`src/dpot_pkg.sv`:
```
// package: command codes, states and timing constants for the host
package dpot_pkg;

  localparam int CLK_PERIOD_NS = 25;

  // write recovery in ns, plain default for the attached part
  localparam int WRITE_RECOVERY_TIME_NS = 15;
  localparam int WRITE_RECOVERY_CYCLES =
    (WRITE_RECOVERY_TIME_NS + CLK_PERIOD_NS - 1) / CLK_PERIOD_NS;

  localparam int REFRESH_CYCLE_TIME_NS = 110;
  localparam int REFRESH_CYCLE_CYCLES =
    (REFRESH_CYCLE_TIME_NS + CLK_PERIOD_NS - 1) / CLK_PERIOD_NS;

  localparam int REFRESH_INTERVAL_AVG_NS = 7800;
  localparam int REFRESH_INTERVAL_HOT_NS = 3900;
  localparam int REFRESH_INTERVAL_CYCLES =
    REFRESH_INTERVAL_AVG_NS / CLK_PERIOD_NS;
  localparam int REFRESH_INTERVAL_HOT_CYCLES =
    REFRESH_INTERVAL_HOT_NS / CLK_PERIOD_NS;
  localparam int REFRESH_MARGIN_CYCLES = 8;

  localparam int EXIT_FAST_NS = 6;
  localparam int EXIT_FAST_MIN = 3;
  localparam int EXIT_DLL_NS = 24;
  localparam int EXIT_DLL_MIN = 10;
  localparam int EXIT_FAST_CYCLES =
    ((EXIT_FAST_NS + CLK_PERIOD_NS - 1) / CLK_PERIOD_NS > EXIT_FAST_MIN) ?
    (EXIT_FAST_NS + CLK_PERIOD_NS - 1) / CLK_PERIOD_NS : EXIT_FAST_MIN;
  localparam int EXIT_DLL_CYCLES =
    ((EXIT_DLL_NS + CLK_PERIOD_NS - 1) / CLK_PERIOD_NS > EXIT_DLL_MIN) ?
    (EXIT_DLL_NS + CLK_PERIOD_NS - 1) / CLK_PERIOD_NS : EXIT_DLL_MIN;

  // mode update delay in cycles, plain default
  localparam int MODE_UPDATE_DELAY = 12;
  localparam int REFRESH_TO_POWERDOWN_DELAY = 1;
  localparam int CHOP4_FIXED_EXTRA = 2;
  localparam int BURST_EIGHT_EXTRA = 4;
  localparam int WRITE_AP_EXTRA = 1;
  localparam int TERM_HIGH_TIME_SHORT = 4;
  localparam int TERM_HIGH_TIME_LONG = 6;
  localparam int LEVELING_STROBE_ENABLE_DELAY = 25;
  localparam int LEVELING_FIRST_STROBE_DELAY = 40;

  typedef enum logic [3:0] {
    CMD_NOP      = 4'h0,
    CMD_ACTIVATE = 4'h1,
    CMD_READ     = 4'h2,
    CMD_READ_AP  = 4'h3,
    CMD_WRITE    = 4'h4,
    CMD_WRITE_AP = 4'h5,
    CMD_PRECHG   = 4'h6,
    CMD_REFRESH  = 4'h7,
    CMD_MODESET  = 4'h8,
    CMD_LEVEL    = 4'h9,
    CMD_PD_ENTER = 4'ha,
    CMD_PD_EXIT  = 4'hb
  } dpot_cmd_t;

  typedef enum logic [1:0] {
    ST_ACTIVE = 2'h0,
    ST_PWRDN  = 2'h1,
    ST_LEVEL  = 2'h2
  } dpot_state_t;

endpackage

```
`src/dpot_host.sv`:
```
// host-side command timing guard for a DDR3 device
// Behaviour
// - fixed chop-4 write: latency+2+rounded recovery before clock-enable low
// - fixed chop-4 write-ap: latency+2+recovery+1 before power-down
// - power-down no sooner than one cycle after refresh
// - after mode set, wait mode update delay before power-down
// - termination control high at least 4 cycles for chop-4 or no write
// - termination control high at least 6 cycles for burst-eight write
// - first strobe rising edge at least 40 cycles after leveling programmed
// - strobe drive enabled at least 25 cycles after leveling programmed
// - at least 110 ns from refresh to next activate or refresh
// - refresh on average within 7.8 us, 3.9 us when hot
// - reads and termination commands use the longer DLL exit delay
// - write recovery ns over clock period rounds up to whole cycles
// - refresh interval counted in cycles, so a stretched clock lengthens it in time
`timescale 1ns/1ps
`default_nettype none
module dpot_host (
  input  wire logic       CLK_IN,
  input  wire logic       RST_IN,
  input  wire logic       REQ_VALID_IN,
  input  wire logic [3:0] REQ_CMD_IN,
  input  wire logic       REQ_CHOP_IN,
  input  wire logic [4:0] CFG_COL_WR_LAT_IN,
  input  wire logic [4:0] CFG_ADD_LAT_IN,
  input  wire logic [4:0] CFG_RECOV_IN,
  input  wire logic       CFG_CHOP4_FIXED_IN,
  input  wire logic       CFG_HOT_IN,
  output var  logic       REQ_DONE_OUT,
  output var  logic       REQ_REJECT_OUT,
  output var  logic       CMD_VALID_OUT,
  output var  logic [3:0] CMD_CODE_OUT,
  output var  logic       CKE_OUT,
  output var  logic       TERM_OUT,
  output var  logic       DQS_OE_OUT,
  output var  logic       DQS_OUT,
  output var  logic       REFRESH_DUE_OUT
);

  dpot_pkg::dpot_state_t state;
  dpot_pkg::dpot_state_t next_state;
  dpot_pkg::dpot_cmd_t   cmd;
  logic [6:0] pd_wait;
  logic [6:0] next_pd_wait;
  logic [2:0] rfc_wait;
  logic [2:0] next_rfc_wait;
  logic [3:0] exit_wait;
  logic [3:0] next_exit_wait;
  logic [8:0] ref_cnt;
  logic [8:0] next_ref_cnt;
  logic [2:0] term_cnt;
  logic [2:0] next_term_cnt;
  logic [5:0] lvl_cnt;
  logic [5:0] next_lvl_cnt;
  logic       chop_q;
  logic       next_chop_q;
  logic       next_done;
  logic       next_reject;
  logic       next_cmd_valid;
  logic [3:0] next_cmd_code;
  logic       next_cke;
  logic       next_term;
  logic       next_dqs_oe;
  logic       next_dqs;
  logic       next_ref_due;
  logic [6:0] write_latency;
  logic [6:0] write_pd_delay;
  logic [6:0] write_ap_pd_delay;
  logic [6:0] pd_load;
  logic [6:0] pd_dec;
  logic [8:0] ref_due_point;
  logic       is_dll;
  logic       chop;
  logic       allowed;
  logic       take;
  logic       go;

  assign cmd = dpot_pkg::dpot_cmd_t'(REQ_CMD_IN);
  // limits follow the live configuration inputs
  assign write_latency = 7'(CFG_COL_WR_LAT_IN) + 7'(CFG_ADD_LAT_IN);
  assign write_pd_delay = write_latency + 7'(dpot_pkg::WRITE_RECOVERY_CYCLES)
    + (CFG_CHOP4_FIXED_IN ? 7'(dpot_pkg::CHOP4_FIXED_EXTRA)
                          : 7'(dpot_pkg::BURST_EIGHT_EXTRA));
  assign write_ap_pd_delay = write_latency + 7'(CFG_RECOV_IN)
    + 7'(dpot_pkg::WRITE_AP_EXTRA)
    + (CFG_CHOP4_FIXED_IN ? 7'(dpot_pkg::CHOP4_FIXED_EXTRA)
                          : 7'(dpot_pkg::BURST_EIGHT_EXTRA));
  // counted in cycles, so a slower clock only makes refresh later
  assign ref_due_point = CFG_HOT_IN ?
    9'(dpot_pkg::REFRESH_INTERVAL_HOT_CYCLES - dpot_pkg::REFRESH_MARGIN_CYCLES)
    : 9'(dpot_pkg::REFRESH_INTERVAL_CYCLES - dpot_pkg::REFRESH_MARGIN_CYCLES);

  always_comb
  begin
    // writes drive termination, so they wait like reads
    is_dll = (cmd == dpot_pkg::CMD_READ) || (cmd == dpot_pkg::CMD_READ_AP)
      || (cmd == dpot_pkg::CMD_WRITE) || (cmd == dpot_pkg::CMD_WRITE_AP);
    chop = CFG_CHOP4_FIXED_IN || REQ_CHOP_IN;
    take = REQ_VALID_IN && (cmd != dpot_pkg::CMD_NOP);
    unique case (state)
      dpot_pkg::ST_ACTIVE:
      begin
        allowed = (cmd != dpot_pkg::CMD_PD_EXIT)
          && !(REFRESH_DUE_OUT && cmd != dpot_pkg::CMD_REFRESH)
          && !((cmd == dpot_pkg::CMD_ACTIVATE || cmd == dpot_pkg::CMD_REFRESH)
               && rfc_wait != 3'h0)
          && !(cmd == dpot_pkg::CMD_PD_ENTER && pd_wait != 7'h00)
          && !(exit_wait > (is_dll ? 4'h0 : 4'(dpot_pkg::EXIT_DLL_CYCLES
               - dpot_pkg::EXIT_FAST_CYCLES)));
      end
      dpot_pkg::ST_PWRDN:
      begin
        allowed = (cmd == dpot_pkg::CMD_PD_EXIT);
      end
      dpot_pkg::ST_LEVEL:
      begin
        allowed = 1'b0;
      end
      default:
      begin
        allowed = 1'b0;
      end
    endcase
    go = take && allowed;
    next_done = go;
    next_reject = take && !allowed;
    next_cmd_valid = go && (cmd != dpot_pkg::CMD_PD_ENTER)
      && (cmd != dpot_pkg::CMD_PD_EXIT);
    next_cmd_code = next_cmd_valid ? REQ_CMD_IN : 4'h0;
    next_chop_q = go ? chop : chop_q;
    // power-down guard keeps the longest pending delay
    pd_dec = (pd_wait != 7'h00) ? pd_wait - 7'h01 : 7'h00;
    pd_load = 7'h00;
    if (go)
    begin
      unique case (cmd)
        dpot_pkg::CMD_WRITE:    pd_load = write_pd_delay - 7'h01;
        dpot_pkg::CMD_WRITE_AP: pd_load = write_ap_pd_delay - 7'h01;
        dpot_pkg::CMD_REFRESH:
          pd_load = 7'(dpot_pkg::REFRESH_TO_POWERDOWN_DELAY - 1);
        dpot_pkg::CMD_MODESET,
        dpot_pkg::CMD_LEVEL:
          pd_load = 7'(dpot_pkg::MODE_UPDATE_DELAY - 1);
        default:                pd_load = 7'h00;
      endcase
    end
    next_pd_wait = (pd_load > pd_dec) ? pd_load : pd_dec;
    if (go && cmd == dpot_pkg::CMD_REFRESH)
      next_rfc_wait = 3'(dpot_pkg::REFRESH_CYCLE_CYCLES - 1);
    else
      next_rfc_wait = (rfc_wait != 3'h0) ? rfc_wait - 3'h1 : 3'h0;
    if (go && cmd == dpot_pkg::CMD_PD_EXIT)
      next_exit_wait = 4'(dpot_pkg::EXIT_DLL_CYCLES - 1);
    else
      next_exit_wait = (exit_wait != 4'h0) ? exit_wait - 4'h1 : 4'h0;
    // refresh age saturates; when active, due blocks all but refresh
    if (go && cmd == dpot_pkg::CMD_REFRESH)
      next_ref_cnt = 9'h000;
    else
      next_ref_cnt = (ref_cnt != 9'h1ff) ? ref_cnt + 9'h001 : ref_cnt;
    next_ref_due = !(go && cmd == dpot_pkg::CMD_REFRESH)
      && (ref_cnt >= ref_due_point);
    // termination held for the burst's high time
    if (go && (cmd == dpot_pkg::CMD_WRITE || cmd == dpot_pkg::CMD_WRITE_AP))
    begin
      next_term = 1'b1;
      next_term_cnt = chop ? 3'(dpot_pkg::TERM_HIGH_TIME_SHORT - 1)
                           : 3'(dpot_pkg::TERM_HIGH_TIME_LONG - 1);
    end
    else
    begin
      next_term = (term_cnt != 3'h0);
      next_term_cnt = (term_cnt != 3'h0) ? term_cnt - 3'h1 : 3'h0;
    end
    next_state = state;
    next_cke = CKE_OUT;
    next_lvl_cnt = 6'h00;
    next_dqs_oe = 1'b0;
    next_dqs = 1'b0;
    if (go && cmd == dpot_pkg::CMD_PD_ENTER)
    begin
      next_state = dpot_pkg::ST_PWRDN;
      next_cke = 1'b0;
    end
    else if (go && cmd == dpot_pkg::CMD_PD_EXIT)
    begin
      next_state = dpot_pkg::ST_ACTIVE;
      next_cke = 1'b1;
    end
    else if (go && cmd == dpot_pkg::CMD_LEVEL)
    begin
      next_state = dpot_pkg::ST_LEVEL;
    end
    else if (state == dpot_pkg::ST_LEVEL)
    begin
      // one strobe pulse, then drive released and back to active
      next_lvl_cnt = lvl_cnt + 6'h01;
      next_dqs_oe = (lvl_cnt >= 6'(dpot_pkg::LEVELING_STROBE_ENABLE_DELAY - 1))
        && (lvl_cnt < 6'(dpot_pkg::LEVELING_FIRST_STROBE_DELAY));
      next_dqs = (lvl_cnt
        == 6'(dpot_pkg::LEVELING_FIRST_STROBE_DELAY - 1));
      if (lvl_cnt == 6'(dpot_pkg::LEVELING_FIRST_STROBE_DELAY))
        next_state = dpot_pkg::ST_ACTIVE;
    end
  end

  always_ff @(posedge CLK_IN)
  begin
    if (RST_IN)
    begin
      state <= dpot_pkg::ST_ACTIVE;
      pd_wait <= 7'h00;
      rfc_wait <= 3'h0;
      exit_wait <= 4'h0;
      ref_cnt <= 9'h000;
      term_cnt <= 3'h0;
      lvl_cnt <= 6'h00;
      chop_q <= 1'b0;
      REQ_DONE_OUT <= 1'b0;
      REQ_REJECT_OUT <= 1'b0;
      CMD_VALID_OUT <= 1'b0;
      CMD_CODE_OUT <= 4'h0;
      CKE_OUT <= 1'b1;
      TERM_OUT <= 1'b0;
      DQS_OE_OUT <= 1'b0;
      DQS_OUT <= 1'b0;
      REFRESH_DUE_OUT <= 1'b0;
    end
    else
    begin
      state <= next_state;
      pd_wait <= next_pd_wait;
      rfc_wait <= next_rfc_wait;
      exit_wait <= next_exit_wait;
      ref_cnt <= next_ref_cnt;
      term_cnt <= next_term_cnt;
      lvl_cnt <= next_lvl_cnt;
      chop_q <= next_chop_q;
      REQ_DONE_OUT <= next_done;
      REQ_REJECT_OUT <= next_reject;
      CMD_VALID_OUT <= next_cmd_valid;
      CMD_CODE_OUT <= next_cmd_code;
      CKE_OUT <= next_cke;
      TERM_OUT <= next_term;
      DQS_OE_OUT <= next_dqs_oe;
      DQS_OUT <= next_dqs;
      REFRESH_DUE_OUT <= next_ref_due;
    end
  end

  // checking helpers: cycles since write, write-ap, refresh, modeset, exit
  logic [4:0] ev;
  logic [6:0] since [5];
  logic       cke_q;
  assign ev[0] = CMD_VALID_OUT && CMD_CODE_OUT == 4'(dpot_pkg::CMD_WRITE);
  assign ev[1] = CMD_VALID_OUT && CMD_CODE_OUT == 4'(dpot_pkg::CMD_WRITE_AP);
  assign ev[2] = CMD_VALID_OUT && CMD_CODE_OUT == 4'(dpot_pkg::CMD_REFRESH);
  assign ev[3] = CMD_VALID_OUT && (CMD_CODE_OUT == 4'(dpot_pkg::CMD_MODESET)
    || CMD_CODE_OUT == 4'(dpot_pkg::CMD_LEVEL));
  assign ev[4] = CKE_OUT && !cke_q;
  always_ff @(posedge CLK_IN)
  begin
    cke_q <= RST_IN ? 1'b1 : CKE_OUT;
  end
  for (genvar i = 0; i < 5; i++)
  begin : g_since
    always_ff @(posedge CLK_IN)
    begin
      if (RST_IN)
        since[i] <= 7'h7f;
      else if (ev[i])
        since[i] <= 7'h01;
      else if (since[i] != 7'h7f)
        since[i] <= since[i] + 7'h01;
    end
  end
endmodule
`default_nettype wire

```
`config.mk`:
```
export PLATFORM = sky130hd
export DESIGN_NAME = dpot_host
export DESIGN_NICKNAME = d
export VERILOG_FILES = /design/src/dpot_pkg.sv /design/src/dpot_host.sv
export SDC_FILE = /design/constraint.sdc
export NUM_CORES = 1
export LEC_CHECK = 0
export BUFFER_PORTS_ARGS = -buffer_cell sky130_fd_sc_hd__buf_2
export CAP_MARGIN = 20
export CORE_UTILIZATION = 59
export DETAILED_ROUTE_END_ITERATION = 6
export GPL_TIMING_DRIVEN = 0
export MAX_ROUTING_LAYER = met4
export PLACE_DENSITY = 0.84
export SLEW_MARGIN = 20
export SYNTH_ARGS = -nofsm -noshare
export SYNTH_HDL_FRONTEND = slang
export SYNTH_SLANG_ARGS = --single-unit
```
`constraint.sdc`:
```
create_clock -name CLK_IN -period 6.95 [get_ports CLK_IN]
set_input_delay 1.39 -clock CLK_IN [delete_from_list [all_inputs] [get_ports CLK_IN]]
set_output_delay 1.39 -clock CLK_IN [all_outputs]
set_load 0.005 [all_outputs]
```
==> metrics.csv, run 1 <==
stage;metric;value;unit
routing;DR vias;2566;
critical_path;crit path DAT;6260;ps
yosys;cell area after synthesis;0.00308;mm2
sta;Tmin final;6050;ps
routing;initial drt markers;147;
min_path;worst min-delay path class;reg -> reg;
pwr;Leakage;0.00152;uW
yosys;Synth area leader;dfxtp_1;
placement;hpwl dp;4.84;mm
die;Starting Density;0.632;
yosys;Post-synth top cells;46 x dfxtp_1, 42 x nor2_1, 41 x ha_1;
finish;layout cells sized above 1;0.143;
die;die width;74.3;um
placement;Final GP Congestion;0.943;
finish;fill count;411;
routing;DRT Pass-1 Iters;4;
clock_network;clock latency on the worst-skew pair;300;ps
sta;Max-slew headroom;0.461;
critical_path;Worst EP required;7160;ps
finish;Finished Cell Area;0.00343;mm2
yosys;count leader, synth;dfxtp_1;
yosys;Synth Instances;356;
clock_network;Sink Count;46;
pwr;pwr/cell area;256;mW/mm2
global_routing;global-route wire length before repair;10.1;mm
yosys;Net Count, Synth;427;
global_routing;antenna violations before repair;0;
yosys;Yosys reg bits;46;
finish;Antenna Cells;0;
yosys;Synth area leaders;dfxtp_1 30%, ha_1 17%, nor2_1 5.1%, inv_1 4.1%, xor2_1 3.7%;
routing;vias per inst;5.52;
yosys;share of the synthesized area in the top cell type;0.299;
finish;fin cells;465;
sta;Hold Slack;426;ps
critical_path;crit end category;flop;
critical_path;Startpoint Class;primary input;
finish;area of the multi-input gates;0.00200;mm2
placement;IO buf count;34;
pwr;maximum vdd ir drop;0.132;mV
yosys;Post-synth EDFFs;0;
die;core area;0.00488;mm2
yosys;ys flop type;dfxtp_1;
clock_network;CTS tree;done;
sta;Fin Setup TNS;0;ps
placement;Cell Area, Placed;0.00334;mm2
yosys;Yosys warning count;0;
clock_network;htree depth;2;
sta;RSZ-0062 raised after global routing;false;
finish;Reg area;921;um2
finish;Final Net Count;468;
clock_network;clk root buf;clkbuf_8;
routing;Routed Antenna Nets;0;
global_routing;total track usage;0.243;
clock_network;CTS Hold Bufs;0;
clock_network;setup bufs post-CTS;0;
clock_network;cells resized by post-CTS repair;0;
yosys;sequential area share after synthesis;0.299;
yosys;Avg Synthesized Cell Area;8.66;um2
routing;drt total wl;6.00;mm
global_routing;number of global-route vias before repair;2371;
sta;final setup fails;0;
sta;Post-Route Skew;7.80;ps
routing;drt wl/cell;12.9;um
die;boundary pin count;37;
yosys;post-synthesis async set-or-reset flop share;0;
run_status;outcome;completed;
die;row count;25;
global_routing;total global routing overflow;0;
clock_network;Max clock buf depth;2;
critical_path;Critical Path Fanout Max;6;
finish;Layout area overhead;11.3;%
clock_network;Num CTS Buffers;5;
die;area of the die;0.00552;mm2
run;max cap viols;0;
global_routing;largest net degree at the start of global routing;17;
sta;Final period util;0.871;
sta;max-slew violations;0;
placement;cell count after placement;457;
clock_network;Reg clk slew, reported paths;90;ps
yosys;post-synth cell types;54;
sta;Fin. Hold Viols;0;
sta;Max Fclk;165;MHz
routing;DRC Markers;0;
sta;Worst-Margin Slew;807;ps
die;Die H;74.3;um
critical_path;crit path kind;in -> reg;
-- worst paths after layout --
kind                                     to  cells past startpoint                 start  slack [ps]
worst max register to register   pd_wait[0]                     14            pd_wait[0]        2640
worst min-delay path            rfc_wait[0]                      1           rfc_wait[0]         430
worst max-delay path             pd_wait[0]                     20  CFG_COL_WR_LAT_IN[0]         900
worst min register to register  rfc_wait[0]                      1           rfc_wait[0]         430
-- power breakdown --
group / leakage (uW) / internal [uW] / switching (uW) / total [uW]
Clock: 0.0000408 / 71.9 / 93.3 / 165
Sequential: 0.000374 / 296 / 22.4 / 318
Combinational: 0.00111 / 178 / 218 / 397
Total: 0.00152 / 546 / 334 / 880
-- kinds of logic after synthesis --
| group | Yosys count | share of synthesized area |
|---|---|---|
| simple gates | 131 | 0.225 |
| compound gates | 63 | 0.148 |
| fa+ha+maj | 46 | 0.199 |
| flops | 46 | 0.299 |
| buf+inv | 44 | 0.0544 |
| xor+xnor | 22 | 0.0625 |
| mux | 4 | 0.0130 |
-- per-layer routing --
metal  GRT usage  wire (um)
met5           -          0
met2       0.397       2770
met4      0.0629         82
met1       0.308       2890
met3      0.0461        251
-- through the flow --
stage | utilization | setup WS [ps] | total power [uW]
CTS | 0.703 | 695 | 881
global placement | 0.684 | 519 | 695
floorplan | - | 1160 | 625
finish | 0.703 | 898 | 880
detailed placement | 0.684 | 388 | 712
global route | 0.703 | 606 | 949
-- worst max-delay path, stage by stage --
cell,delay (ps)
buf_2,100
ha_1,220
fa_1,410
xor2_1,310
inv_1,110
fa_1,560
inv_1,50
ha_1,290
a21o_1,170
a21oi_1,210
nand2b_1,140
a21oi_1,60
a31oi_1,270
nor2_1,80
ha_1,340
nand4_1,130
a21oi_1,70
a2111oi_1,710
o21bai_1,340
o32ai_1,300
-- area by class of cell --
class	count	area share
Timing Repair Buffer	34	0.0496
Tap cell	67	0.0244
Inverter	34	0.0372
Clock buffer	5	0.0201
Buffer	10	0.0117
Sequential cell	46	0.268
Multi-Input combinational cell	266	0.582
Clock inverter	3	0.00693
-- flip-flops by register name (all words and copies together), names as in the netlist, 2 cells and up --
| register | count |
|---|---|
| ref_cnt | 9 |
| term_cnt | 3 |
| exit_wait | 4 |
| CMD_CODE_OUT | 4 |
| pd_wait | 7 |
| state | 2 |
| rfc_wait | 3 |
| lvl_cnt | 6 |
-- layout by cell type, fill, tap and decap left out, types with 5 or more instances in the layout --
cell,instances
nand2_1,16
inv_1,34
nor4_1,6
xnor2_1,9
o21ai_0,5
a21oi_1,19
nor3_1,11
fa_1,5
or3_1,5
ha_1,41
dfxtp_1,46
clkbuf_8,5
clkbuf_1,8
nand3b_1,6
buf_2,36
xor2_1,13
nand2b_1,7
a211oi_1,6
nand3_1,8
a21o_1,5
nor2_1,42
o22ai_1,6
Note: power is estimated with default switching activity, not from simulation.
==> run 2, diff against run 1 <==
Settings changed: PLACE_DENSITY 0.84 to unset, PLACE_DENSITY_LB_ADDON set to 0.2.
==> run 2 against run 1 <==
Compared with the run above:
- global-route usage increased by 0.54 points
- clock skew up 1.2 ps
- die area did not move
- combinational power about the same
- worst hold slack lost 1.6 ps
- cell count down 0.22%
- clock power fell by 6%
- final area decreased by 0.36%
- critical endpoint unchanged
- highest routed layer unchanged
==> metrics.csv, run 2 (synthesis results as in run 1) <==
stage;metric;value;unit
run_status;outcome;completed;
min_path;hold path startpoint;rfc_wait[0];
placement;hpwl dp;4.87;mm
clock_network;clk root buf;clkbuf_8;
sta;Tmin final;6080;ps
critical_path;reg-to-reg endpoint;pd_wait[0];
sta;Max Fclk;164;MHz
placement;IO buf count;34;
critical_path;Critical path origin;CFG_COL_WR_LAT_IN[0];
clock_network;clock latency on the worst-skew pair;300;ps
global_routing;global-route wire length before repair;10.2;mm
routing;DR vias;2577;
critical_path;crit path kind;in -> reg;
critical_path;worst r2r path cells;14;
finish;Antenna Cells;0;
clock_network;setup bufs post-CTS;0;
sta;Final period util;0.875;
critical_path;R2R setup slack;2460;ps
sta;Fin Setup TNS;0;ps
finish;fill count;422;
pwr;maximum vdd ir drop;0.124;mV
die;area of the die;0.00552;mm2
min_path;Hold Path Stages;1;
finish;fin cells;464;
placement;Cell Area, Placed;0.00334;mm2
clock_network;Num CTS Buffers;5;
critical_path;crit end category;flop;
min_path;worst min-delay path class;reg -> reg;
finish;Finished Cell Area;0.00342;mm2
routing;drt total wl;6.05;mm
die;Die H;74.3;um
finish;Top Registers;ref_cnt x9, pd_wait x7, lvl_cnt x6;
routing;drt wl/cell;13.0;um
global_routing;total global routing overflow;0;
pwr;Leakage;0.00152;uW
die;die width;74.3;um
run;max cap viols;0;
die;boundary pin count;37;
sta;final setup fails;0;
pwr;pwr/cell area;255;mW/mm2
routing;DRT Pass-1 Iters;4;
sta;max-slew violations;0;
finish;Final Net Count;468;
global_routing;total track usage;0.248;
global_routing;antenna violations before repair;0;
finish;Reg with most FFs;ref_cnt;
finish;Layout area overhead;10.9;%
finish;most frequent cells in the layout;46 x dfxtp_1, 42 x nor2_1, 41 x ha_1;
routing;Routed Antenna Nets;0;
clock_network;Reg clk slew, reported paths;80;ps
critical_path;crit path DAT;6290;ps
clock_network;Sink Count;46;
placement;Final GP Congestion;0.905;
die;core area;0.00488;mm2
routing;vias per inst;5.55;
critical_path;RR Startpoint;pd_wait[0];
sta;Max-slew headroom;0.406;
finish;most common cell after layout, fill and taps aside;dfxtp_1;
clock_network;CTS tree;done;
critical_path;Startpoint Class;primary input;
finish;layout cells sized above 1;0.139;
sta;Post-Route Skew;9.04;ps
placement;cell count after placement;457;
global_routing;largest net degree at the start of global routing;14;
finish;number of flip-flops in the largest register;9;
routing;DRC Markers;0;
clock_network;cells resized by post-CTS repair;0;
die;Starting Density;0.632;
critical_path;Critical Path Fanout Max;6;
routing;initial drt markers;144;
global_routing;number of global-route vias before repair;2392;
min_path;hold worst-path end;rfc_wait[0];
clock_network;Max clock buf depth;2;
sta;RSZ-0062 raised after global routing;false;
clock_network;htree depth;2;
critical_path;Worst EP required;7150;ps
die;row count;25;
sta;Fin. Hold Viols;0;
clock_network;CTS Hold Bufs;0;
sta;Worst-Margin Slew;888;ps
run 2: cell count changes in the layout (fill, tap and decap cells not counted):
cell and delta:
inv_6 -1, clkbuf_1 +1, clkinvlp_4 -1
run 2: worst max path at each step:
stage / end / slack [ps] / cells after the start
floorplan: pd_wait[0] / 1160 / 19
global placement: pd_wait[0] / 500 / 20
detailed placement: pd_wait[0] / 370 / 20
CTS: pd_wait[0] / 680 / 20
global route: pd_wait[0] / 480 / 20
finish: pd_wait[0] / 870 / 20
run 2: power breakdown:
group	switching [uW]	leakage, uW	internal, uW	total, uW
Combinational	220	0.00111	178	398
Clock	86.3	0.0000373	69.0	155
Sequential	23.4	0.000374	296	320
run 2: final cells by class:
cell class	count	area (um2)	area share
timing repair buffer	34	170	0.0498
clock inverter	1	7.51	0.00220
buffer	10	40.0	0.0117
clock buffer	6	72.6	0.0212
sequential	46	921	0.269
tap	67	83.8	0.0245
inverter	34	128	0.0373
multi-input combinational	266	2000	0.584
run 2: metrics by stage:
| stage | setup slack [ps] | hold slack, ps | util | total power, uW |
|---|---|---|---|---|
| global placement | 503 | 406 | 0.684 | 697 |
| CTS | 678 | 429 | 0.701 | 871 |
| global route | 482 | 460 | 0.701 | 948 |
| finish | 867 | 425 | 0.701 | 873 |
| detailed placement | 371 | 417 | 0.684 | 717 |
| floorplan | 1160 | 397 | - | 625 |
run 2: layer usage:
metal  vias to the layer above  GRT usage  share of wire
met2                        60      0.394           0.46
met5                         -          -              0
met4                         0     0.0839          0.014
li1                       1328          -              -
met3                         7     0.0528          0.039
met1                      1182      0.313           0.49
run 2: critical path, stage by stage:
cell	delay [ps]
buf_2	100
ha_1	220
fa_1	410
xor2_1	320
inv_1	100
fa_1	560
inv_1	50
ha_1	280
a21o_1	150
a21oi_1	220
nand2b_1	140
a21oi_1	60
a31oi_1	240
nor2_1	80
ha_1	330
nand4_1	120
a21oi_1	50
a2111oi_1	770
o21bai_1	380
o32ai_1	300
